## src/design/ttl_params.svh

```systemverilog
// Constants for the timeslot and duplex framing block.
`ifndef TTL_PARAMS_SVH
`define TTL_PARAMS_SVH
`define TTL_CLK_HZ          40000000
`define TTL_MCLK_PER_SLOT   1024
`define TTL_BITS_PER_SLOT   512
`define TTL_SERVER_FIRST    9'h000
`define TTL_CLIENT_FIRST    9'h100
`define TTL_FRAME_BITS      234
`define TTL_GUARD_BITS      22
`define TTL_CRC_BITS        16
`define TTL_PREAMBLE_BITS   68
`define TTL_FAILOVER_MS     500
`define TTL_FAILOVER_CYC    ((`TTL_CLK_HZ / 1000) * `TTL_FAILOVER_MS)
`define TTL_CRC_POLY        16'h1021
`define TTL_CRC_INIT        16'hFFFF
`endif

```

## src/design/ttl_pkg.sv

```systemverilog
// Types shared by the timeslot and duplex framing block.
package ttl_pkg;
  typedef enum logic [1:0] {
    TTL_RX_HALF,
    TTL_RX_GUARD,
    TTL_TX_HALF,
    TTL_TX_GUARD
  } ttl_phase_t;
endpackage

```

## src/design/ttl_client.sv

```systemverilog
// Client side timeslot counter, duplex control, Manchester line coding and failover.
`timescale 1ns/100ps
`include "ttl_params.svh"

// Notes on behaviour
// - Both directions share one pair; transmit and receive alternate.
// - Line bits are Manchester coded at 5 Mbps, locked to master clock.
// - A timeslot is 1024 master clocks, 102.4 us.
// - A bit spans two master counts starting on an even count; 512 bits.
// - Bit slot index is (timestamp mod 1024) divided by two.
// - Client counts bit slots continuously, wrapping modulo 512.
// - First received server preamble bit marks bit slot 0.
// - Client transmits its first preamble bit in bit slot 256.
// - Slot splits in server half and client half; one side drives.
// - Frames are 234 bits, followed by 22 idle guard bits.
// - Client finishes CRC and turns to transmit inside first guard.
// - Guard after client frame covers cable round trip; client stays off.
// - Client output timing advanced by the cable advance correction.
// - Received data held and released only after CRC check passes.
// - Failover to protection input waits at least 500 ms after loss.
// - CRC is 16 bits over payload only, preamble excluded.
// - Frame clock rise aligns with the first preamble bit.
// - Most significant bit of every field goes first on the line.
module ttl_client
#(
  parameter int MCLK_DIV     = 4,
  parameter int PAYLOAD_BITS = `TTL_FRAME_BITS - `TTL_PREAMBLE_BITS - `TTL_CRC_BITS,
  parameter int FAILOVER_CYC = `TTL_FAILOVER_CYC
) (
  // Clock and reset
  input  wire logic                    clk,
  input  wire logic                    rst_n,
  // Line pin, shared pair
  input  wire logic                    line_in,
  output logic                         line_out,
  output logic                         line_oe,
  // Cable advance correction, in master clocks
  input  wire logic [9:0]              cable_advance,
  // Transmit payload, sampled at the start of the client frame
  input  wire logic [PAYLOAD_BITS-1:0] tx_payload,
  // Released receive data
  output logic [PAYLOAD_BITS-1:0]      rx_payload,
  output logic                         rx_valid,
  output logic                         rx_crc_error,
  // Timing and status
  output logic [31:0]                  timestamp_counter,
  output logic [8:0]                   bit_slot,
  output ttl_pkg::ttl_phase_t          phase,
  output logic                         frame_clk,
  output logic                         locked,
  output logic                         failover
);
  import ttl_pkg::*;

  localparam logic [67:0] PREAMBLE = 68'hA_AAAA_AAAA_AAAA_AAA9;
  localparam int CRC_END = `TTL_FRAME_BITS;

  // Pin synchroniser; only the second stage is read.
  logic sync1, sync2, line_prev;
  // Master clock enable derived from the 40 MHz clock.
  logic [$clog2(MCLK_DIV)-1:0] div_cnt, next_div_cnt;
  logic mtick;
  logic [31:0] next_timestamp;
  logic locked_q, next_locked;
  logic [8:0] rx_bit, next_rx_bit;
  logic [15:0] crc, next_crc;
  logic [PAYLOAD_BITS-1:0] shreg, next_shreg;
  logic [PAYLOAD_BITS-1:0] tx_sh, next_tx_sh;
  logic mem_wr;
  logic next_rx_valid, next_rx_err;
  logic [31:0] loss_cnt, next_loss_cnt;
  logic next_failover;
  logic next_line_out, next_line_oe;
  logic [9:0] tx_pos;
  logic [8:0] tx_slot;
  logic rx_sample;
  logic rx_in_frame;
  logic [1:0] settle, next_settle;
  logic lock_edge;
  logic [15:0] tx_crc, next_tx_crc;
  logic [8:0] tx_off;

  always_ff @(posedge clk) begin
    if (!rst_n) begin
      sync1 <= 1'b0;
      sync2 <= 1'b0;
      line_prev <= 1'b0;
    end else begin
      sync1 <= line_in;
      sync2 <= sync1;
      line_prev <= sync2;
    end
  end

  // The divider restarts on the lock edge so that every data sample falls
  // in the middle of the second half of a received bit.
  always_comb begin
    next_div_cnt = (div_cnt == $bits(div_cnt)'(MCLK_DIV - 1)) ? '0 : div_cnt + 1'b1;
    if (lock_edge) begin
      next_div_cnt = '0;
    end
    next_settle = settle + {1'b0, settle != 2'h3};
  end
  assign mtick = (div_cnt == '0);

  // Edges count only once both sync stages and the previous-level flop hold pin
  // values, otherwise an idle high line would look like an edge after reset.
  assign lock_edge = !locked_q && settle == 2'h3 && sync2 != line_prev;

  // The timestamp runs freely; the first preamble edge only realigns it.
  always_comb begin
    next_timestamp = timestamp_counter;
    next_locked = locked_q;
    if (lock_edge) begin
      next_timestamp = '0;
      next_locked = 1'b1;
    end else if (mtick) begin
      next_timestamp = timestamp_counter + 32'h0000_0001;
    end
  end

  assign bit_slot = timestamp_counter[9:1];
  assign rx_sample = mtick && timestamp_counter[0];
  assign rx_in_frame = bit_slot < 9'(`TTL_FRAME_BITS);
  assign frame_clk = (timestamp_counter[9:0] < 10'h200);

  always_comb begin
    if (bit_slot < 9'(`TTL_FRAME_BITS)) phase = TTL_RX_HALF;
    else if (bit_slot < `TTL_CLIENT_FIRST) phase = TTL_RX_GUARD;
    else if (bit_slot < 9'(`TTL_CLIENT_FIRST + `TTL_FRAME_BITS)) phase = TTL_TX_HALF;
    else phase = TTL_TX_GUARD;
  end

  // Receive: second half of each Manchester bit carries the data value.
  always_comb begin
    next_rx_bit = rx_bit;
    next_crc = crc;
    next_shreg = shreg;
    mem_wr = 1'b0;
    next_rx_valid = 1'b0;
    next_rx_err = 1'b0;
    if (rx_sample && locked_q) begin
      if (bit_slot == `TTL_SERVER_FIRST) begin
        next_rx_bit = 9'h001;
        next_crc = `TTL_CRC_INIT;
      end else if (rx_in_frame) begin
        next_rx_bit = rx_bit + 9'h001;
        if (rx_bit >= 9'(`TTL_PREAMBLE_BITS)) begin
          next_crc = {crc[14:0], 1'b0} ^ ((crc[15] ^ sync2) ? `TTL_CRC_POLY : 16'h0000);
          if (rx_bit < 9'(`TTL_FRAME_BITS - `TTL_CRC_BITS)) begin
            next_shreg = {shreg[PAYLOAD_BITS-2:0], sync2};
          end
        end
      end
    end
    if (rx_sample && locked_q && bit_slot == 9'(CRC_END)) begin
      mem_wr = (crc == 16'h0000);
      next_rx_valid = (crc == 16'h0000);
      next_rx_err = (crc != 16'h0000);
    end
  end

  ttl_frame_mem #(.WIDTH(PAYLOAD_BITS)) u_mem (
    .clk     (clk),
    .rst_n   (rst_n),
    .wr_en   (mem_wr),
    .wr_data (shreg),
    .rd_data (rx_payload)
  );

  // Transmit slot is measured on advanced timing.
  assign tx_pos = timestamp_counter[9:0] + cable_advance;
  assign tx_slot = tx_pos[9:1];
  // Offset within the client frame; slots before the frame wrap to large values.
  assign tx_off = tx_slot - `TTL_CLIENT_FIRST;

  always_comb begin
    next_line_oe = 1'b0;
    next_line_out = 1'b0;
    next_tx_sh = tx_sh;
    next_tx_crc = tx_crc;
    if (locked_q && tx_off < 9'(`TTL_FRAME_BITS)) begin
      next_line_oe = 1'b1;
      if (tx_off < 9'(`TTL_PREAMBLE_BITS)) begin
        next_line_out = PREAMBLE[7'(67 - tx_off)] ^ ~tx_pos[0];
      end else if (tx_off < 9'(`TTL_FRAME_BITS - `TTL_CRC_BITS)) begin
        next_line_out = tx_sh[PAYLOAD_BITS-1] ^ ~tx_pos[0];
      end else begin
        next_line_out = tx_crc[15] ^ ~tx_pos[0];
      end
    end
    if (mtick && tx_pos[0] && locked_q) begin
      if (tx_off == 9'h000) begin
        next_tx_sh = tx_payload;
        next_tx_crc = `TTL_CRC_INIT;
      end else if (tx_off >= 9'(`TTL_PREAMBLE_BITS) &&
                   tx_off < 9'(`TTL_FRAME_BITS - `TTL_CRC_BITS)) begin
        next_tx_sh = {tx_sh[PAYLOAD_BITS-2:0], 1'b0};
        next_tx_crc = {tx_crc[14:0], 1'b0} ^
                      ((tx_crc[15] ^ tx_sh[PAYLOAD_BITS-1]) ? `TTL_CRC_POLY : 16'h0000);
      end else if (tx_off >= 9'(`TTL_FRAME_BITS - `TTL_CRC_BITS) &&
                   tx_off < 9'(`TTL_FRAME_BITS)) begin
        next_tx_crc = {tx_crc[14:0], 1'b0};
      end
    end
  end

  // Loss of valid frames arms failover only after the full timeout.
  always_comb begin
    next_loss_cnt = loss_cnt;
    next_failover = failover;
    if (next_rx_valid) begin
      next_loss_cnt = '0;
      next_failover = 1'b0;
    end else if (loss_cnt < 32'(FAILOVER_CYC)) begin
      next_loss_cnt = loss_cnt + 32'h0000_0001;
    end else begin
      next_failover = 1'b1;
    end
  end

  always_ff @(posedge clk) begin
    if (!rst_n) begin
      div_cnt <= '0;
      timestamp_counter <= '0;
      locked_q <= 1'b0;
      rx_bit <= '0;
      crc <= `TTL_CRC_INIT;
      shreg <= '0;
      tx_sh <= '0;
      tx_crc <= `TTL_CRC_INIT;
      settle <= '0;
      rx_valid <= 1'b0;
      rx_crc_error <= 1'b0;
      loss_cnt <= '0;
      failover <= 1'b0;
      line_out <= 1'b0;
      line_oe <= 1'b0;
    end else begin
      div_cnt <= next_div_cnt;
      timestamp_counter <= next_timestamp;
      locked_q <= next_locked;
      rx_bit <= next_rx_bit;
      crc <= next_crc;
      shreg <= next_shreg;
      tx_sh <= next_tx_sh;
      tx_crc <= next_tx_crc;
      settle <= next_settle;
      rx_valid <= next_rx_valid;
      rx_crc_error <= next_rx_err;
      loss_cnt <= next_loss_cnt;
      failover <= next_failover;
      line_out <= next_line_out;
      line_oe <= next_line_oe;
    end
  end

  assign locked = locked_q;
endmodule // ttl_client

```

## src/design/ttl_frame_mem.sv

```systemverilog
// Holding buffer for one received frame payload, released after its check.
`timescale 1ns/100ps
module ttl_frame_mem #(
  parameter int WIDTH = 150
) (
  // Clock and reset
  input  wire logic             clk,
  input  wire logic             rst_n,
  // Write side
  input  wire logic             wr_en,
  input  wire logic [WIDTH-1:0] wr_data,
  // Read side
  output logic      [WIDTH-1:0] rd_data
);
  logic [WIDTH-1:0] store;
  logic [WIDTH-1:0] next_store;

  always_comb begin
    next_store = wr_en ? wr_data : store;
  end

  always_ff @(posedge clk) begin
    if (!rst_n) begin
      store <= '0;
    end else begin
      store <= next_store;
    end
  end

  assign rd_data = store;
endmodule // ttl_frame_mem

```

## config.mk

```make
export PLATFORM = sky130hd
export DESIGN_NAME = ttl_client
export DESIGN_NICKNAME = d
export VERILOG_FILES = /design/src/design/ttl_pkg.sv /design/src/design/ttl_client.sv /design/src/design/ttl_frame_mem.sv
export VERILOG_INCLUDE_DIRS = /design/src /design/src/design
export SDC_FILE = /design/constraint.sdc
export NUM_CORES = 1
export LEC_CHECK = 0
export BUFFER_PORTS_ARGS = -buffer_cell sky130_fd_sc_hd__buf_2
export CAP_MARGIN = 20
export CORE_UTILIZATION = 45
export DETAILED_ROUTE_END_ITERATION = 12
export GPL_TIMING_DRIVEN = 0
export PLACE_DENSITY = 0.66
export SLEW_MARGIN = 5
export SYNTH_ARGS = -nofsm -noshare
export SYNTH_HDL_FRONTEND = slang
export SYNTH_SLANG_ARGS = --single-unit
```

## constraint.sdc

```tcl
create_clock -name clk -period 6.9 [get_ports clk]
set_input_delay 1.035 -clock clk [delete_from_list [all_inputs] [get_ports clk]]
set_output_delay 1.035 -clock clk [all_outputs]
set_load 0.05 [all_outputs]
```

==> flow_results.xml <==
<?xml version="1.0" encoding="UTF-8"?>
<metrics>
  <group name="clocking">
    <metric name="clock-sinks" unit="">568</metric>
    <metric name="cts.repair.resized" unit="">0</metric>
    <metric name="root_buffer" unit="">clkbuf_16</metric>
    <metric name="worst_skew_pair.late_latency" unit="ps">620</metric>
    <metric name="clock_tree_buf_depth" unit="">3</metric>
    <metric name="worst_setup_hold_path_clk_slew" unit="ps">60</metric>
    <metric name="cts_tree" unit="">done</metric>
    <metric name="numCtsBuffers" unit="">58</metric>
    <metric name="cts-htree-levels" unit="">2</metric>
    <metric name="post-cts-setup-buffer-count" unit="">0</metric>
    <metric name="cts_hold_buf" unit="">0</metric>
  </group>
  <group name="die">
    <metric name="rows" unit="">80</metric>
    <metric name="starting_utilization_of_the_core_area" unit="">0.457</metric>
    <metric name="core_area" unit="sq um">47700</metric>
    <metric name="vertical_extent_of_the_die" unit="um">222</metric>
    <metric name="die_ar" unit="sq um">49300</metric>
    <metric name="io-pin-count" unit="">363</metric>
    <metric name="die-width" unit="um">222</metric>
  </group>
  <group name="synth">
    <metric name="synth-adder-area-share" unit="">0.0113</metric>
    <metric name="synth_top_cell_area_share" unit="">0.522</metric>
    <metric name="synth_common_cells" unit="">dfxtp_1, nand2_1, inv_1</metric>
    <metric name="seq_area_frac_synth" unit="">0.522</metric>
    <metric name="synth-edff-count" unit="">0</metric>
    <metric name="synth-main-ff-cell" unit="">dfxtp_1</metric>
    <metric name="synth.mux.area_fraction" unit="">0.00321</metric>
    <metric name="synth-xor-area-share" unit="">0.0204</metric>
    <metric name="dominant_combinational_cell_family_by_area_after_synthesis" unit="">compound AO/OA/AOI/OAI gates</metric>
    <metric name="yosys_warnings" unit="">0</metric>
    <metric name="synth_simple_gate_area_share" unit="">0.126</metric>
    <metric name="postSynthCellCount" unit="">2365</metric>
    <metric name="asyncSetResetFlopFracSynth" unit="">0</metric>
    <metric name="postSynthRegisterBits" unit="">568</metric>
    <metric name="synthMostInstantiatedCell" unit="">dfxtp_1</metric>
    <metric name="synth_area" unit="sq um">21800</metric>
    <metric name="synth_compound_area_frac" unit="">0.248</metric>
    <metric name="postSynthNetCount" unit="">2547</metric>
    <metric name="synth.avg_cell_area" unit="sq um">9.22</metric>
    <metric name="synth.top_cells.by_area" unit="">dfxtp_1, o221ai_1, a22o_1, nand2_1, a21boi_0</metric>
    <metric name="yosys.cell_types.count" unit="">65</metric>
    <metric name="post-synth-top-area-cell" unit="">dfxtp_1</metric>
  </group>
  <group name="sta">
    <metric name="timing.final.hold_violations" unit="">0</metric>
    <metric name="max_slew.worst_pin.slew" unit="ps">1070</metric>
    <metric name="relative_slew_slack" unit="">0.285</metric>
    <metric name="fin_worst_skew" unit="ps">13.5</metric>
    <metric name="report.final.setup_viol" unit="">0</metric>
    <metric name="finalSetupTns" unit="ps">0</metric>
    <metric name="finalCritPeriodShare" unit="">0.579</metric>
    <metric name="grt_setup_unrepaired" unit="">false</metric>
    <metric name="fmax" unit="MHz">250</metric>
    <metric name="min_period" unit="ps">3990</metric>
    <metric name="slew_viol_final" unit="">0</metric>
  </group>
  <group name="routing">
    <metric name="num_vias" unit="">18628</metric>
    <metric name="dr.pass1.iters" unit="">5</metric>
    <metric name="via_per_inst" unit="">5.40</metric>
    <metric name="totalWireLength" unit="um">56200</metric>
    <metric name="postRouteAntennaNets" unit="">0</metric>
    <metric name="wl_per_cell" unit="um">16.3</metric>
    <metric name="drt_iter0_markers" unit="">1182</metric>
    <metric name="detail_route.drc_violations" unit="">0</metric>
  </group>
  <group name="run_status">
    <metric name="outcome" unit="">finished, final reports clean</metric>
  </group>
  <group name="global_routing">
    <metric name="antenna_found_initial" unit="">18</metric>
    <metric name="overflow" unit="">0</metric>
    <metric name="grtUsageTotal" unit="">0.220</metric>
    <metric name="via_count_of_the_first_global_routing_pass" unit="">17233</metric>
    <metric name="grt_start_max_net_pins" unit="">16</metric>
    <metric name="global_route_wire_length_before_repair" unit="um">88900</metric>
  </group>
  <group name="min_path">
    <metric name="min_path_type" unit="">reg -&gt; reg</metric>
  </group>
  <group name="power_and_ir_drop">
    <metric name="leakage" unit="nW">10.1</metric>
    <metric name="powerDensity" unit="nW/um^2">258</metric>
    <metric name="vdd.ir_drop.worst" unit="mV">0.189</metric>
  </group>
  <group name="place">
    <metric name="final_hpwl_dp" unit="um">40800</metric>
    <metric name="dp.cells" unit="">3342</metric>
    <metric name="port-buffer-count" unit="">361</metric>
    <metric name="final_gp_congestion" unit="">0.830</metric>
  </group>
  <group name="setup_path">
    <metric name="timing.setup.critical_path_class" unit="">reg -&gt; reg</metric>
    <metric name="largest_fanout_of_any_net_on_the_critical_path" unit="">10</metric>
    <metric name="crit_arrival" unit="ps">4490</metric>
    <metric name="cp.required" unit="ps">7400</metric>
    <metric name="cp_endpoint_kind" unit="">flop</metric>
    <metric name="crit_path_start_kind" unit="">flop</metric>
    <metric name="rrSetupSlack" unit="ps">2910</metric>
  </group>
  <group name="job">
    <metric name="timing.max_cap.violations" unit="">0</metric>
  </group>
  <group name="layout">
    <metric name="nets" unit="">2969</metric>
    <metric name="flow.area_growth_from_synthesis" unit="%">20.7</metric>
    <metric name="instances_no_fill" unit="">3451</metric>
    <metric name="layout-drive-gt1-share" unit="">0.192</metric>
  </group>
</metrics>
-- worst max-delay path: stages, from the launching register on --
cell and delay (ps):
dfxtp_1 450, ha_1 240, inv_1 70, fa_1 390
nand2b_1 220, a21o_1 210, a211oi_2 550, nand4_1 200
o21ai_1 340, nand2_1 110, o211ai_2 340, buf_2 360
buf_2 280, a21oi_1 110
-- through the flow --
stage / instance area [sq um] / util / worst slack [ps] / hold WS, ps / power [W]
6_report: 26300 / 0.551 / 2910 / 442 / 0.00678
5_1_grt: 26300 / 0.551 / 2580 / 459 / 0.00702
4_1_cts: 26300 / 0.551 / 2890 / 444 / 0.00686
3_5_place_dp: 24400 / 0.511 / 2310 / 425 / 0.00368
3_3_place_gp: 24400 / 0.511 / 2380 / 420 / 0.00367
2_1_floorplan: 21800 / - / 3170 / 412 / 0.00356
-- placed cells by master, fill, tap and decap left out, drive strengths merged, types with 27 or more instances in the layout --
cell and n:
a21boi 152, a21oi 175, a22o 150, buf 447
clkbuf 186, dfxtp 568, inv 179, nand2 351
nand3 27, nor2 97, nor3 45, o21ai 51
o221ai 151
-- registers in the layout (all words and copies together), names as in the netlist --
| register | count |
|---|---|
| settle | 2 |
| tx_sh | 150 |
| timestamp_counter | 32 |
| failover | 1 |
| shreg | 150 |
| line_oe | 1 |
| rx_valid | 1 |
| line_prev | 1 |
| line_out | 1 |
| crc | 16 |
| loss_cnt | 32 |
| sync2 | 1 |
| tx_crc | 16 |
| u_mem.rd_data | 150 |
| div_cnt | 2 |
| rx_crc_error | 1 |
| rx_bit | 9 |
| locked | 1 |
| sync1 | 1 |
-- path summary, 6_finish.rpt --
kind	from	to	depth (start not counted)
max	timestamp_counter[0]	tx_sh[107]	13
min	sync1	sync2	1
max reg2reg	timestamp_counter[0]	tx_sh[107]	13
min reg2reg	sync1	sync2	1
-- kinds of logic after synthesis --
family	count (synthesis)
AND/OR/NAND/NOR	623
buffers and inverters	364
flip-flops	568
XOR/XNOR	50
multiplexers	7
AO/OA/AOI/OAI	734
adder cells (fa/ha/maj)	19
-- routing by layer --
metal / GRT usage / up-vias / wire length [um]
li1: - / 9200 / -
met1: 0.283 / 8855 / 25200
met2: 0.359 / 449 / 26200
met3: 0.0594 / 100 / 3430
met4: 0.0643 / 24 / 1170
met5: 0 / - / 151
-- power by group --
part | switching [W] | leakage (nW) | internal [W]
Combinational | 0.000183 | 4.61 | 0.000119
Clock | 0.00129 | 0.936 | 0.00189
Sequential | 0.0000131 | 4.58 | 0.00329
-- area by class of cell --
class | count | area (sq um)
inverter | 177 | 664
clock buffer | 84 | 1630
tap | 615 | 769
fill | 4251 | 21400
sequential | 568 | 11400
timing repair buffer | 362 | 1810
antenna | 8 | 20.0
multi-input combinational | 1433 | 8900
buffer | 187 | 858
clock inverter | 17 | 279
No activity file was read; power rests on OpenSTA's default activity.
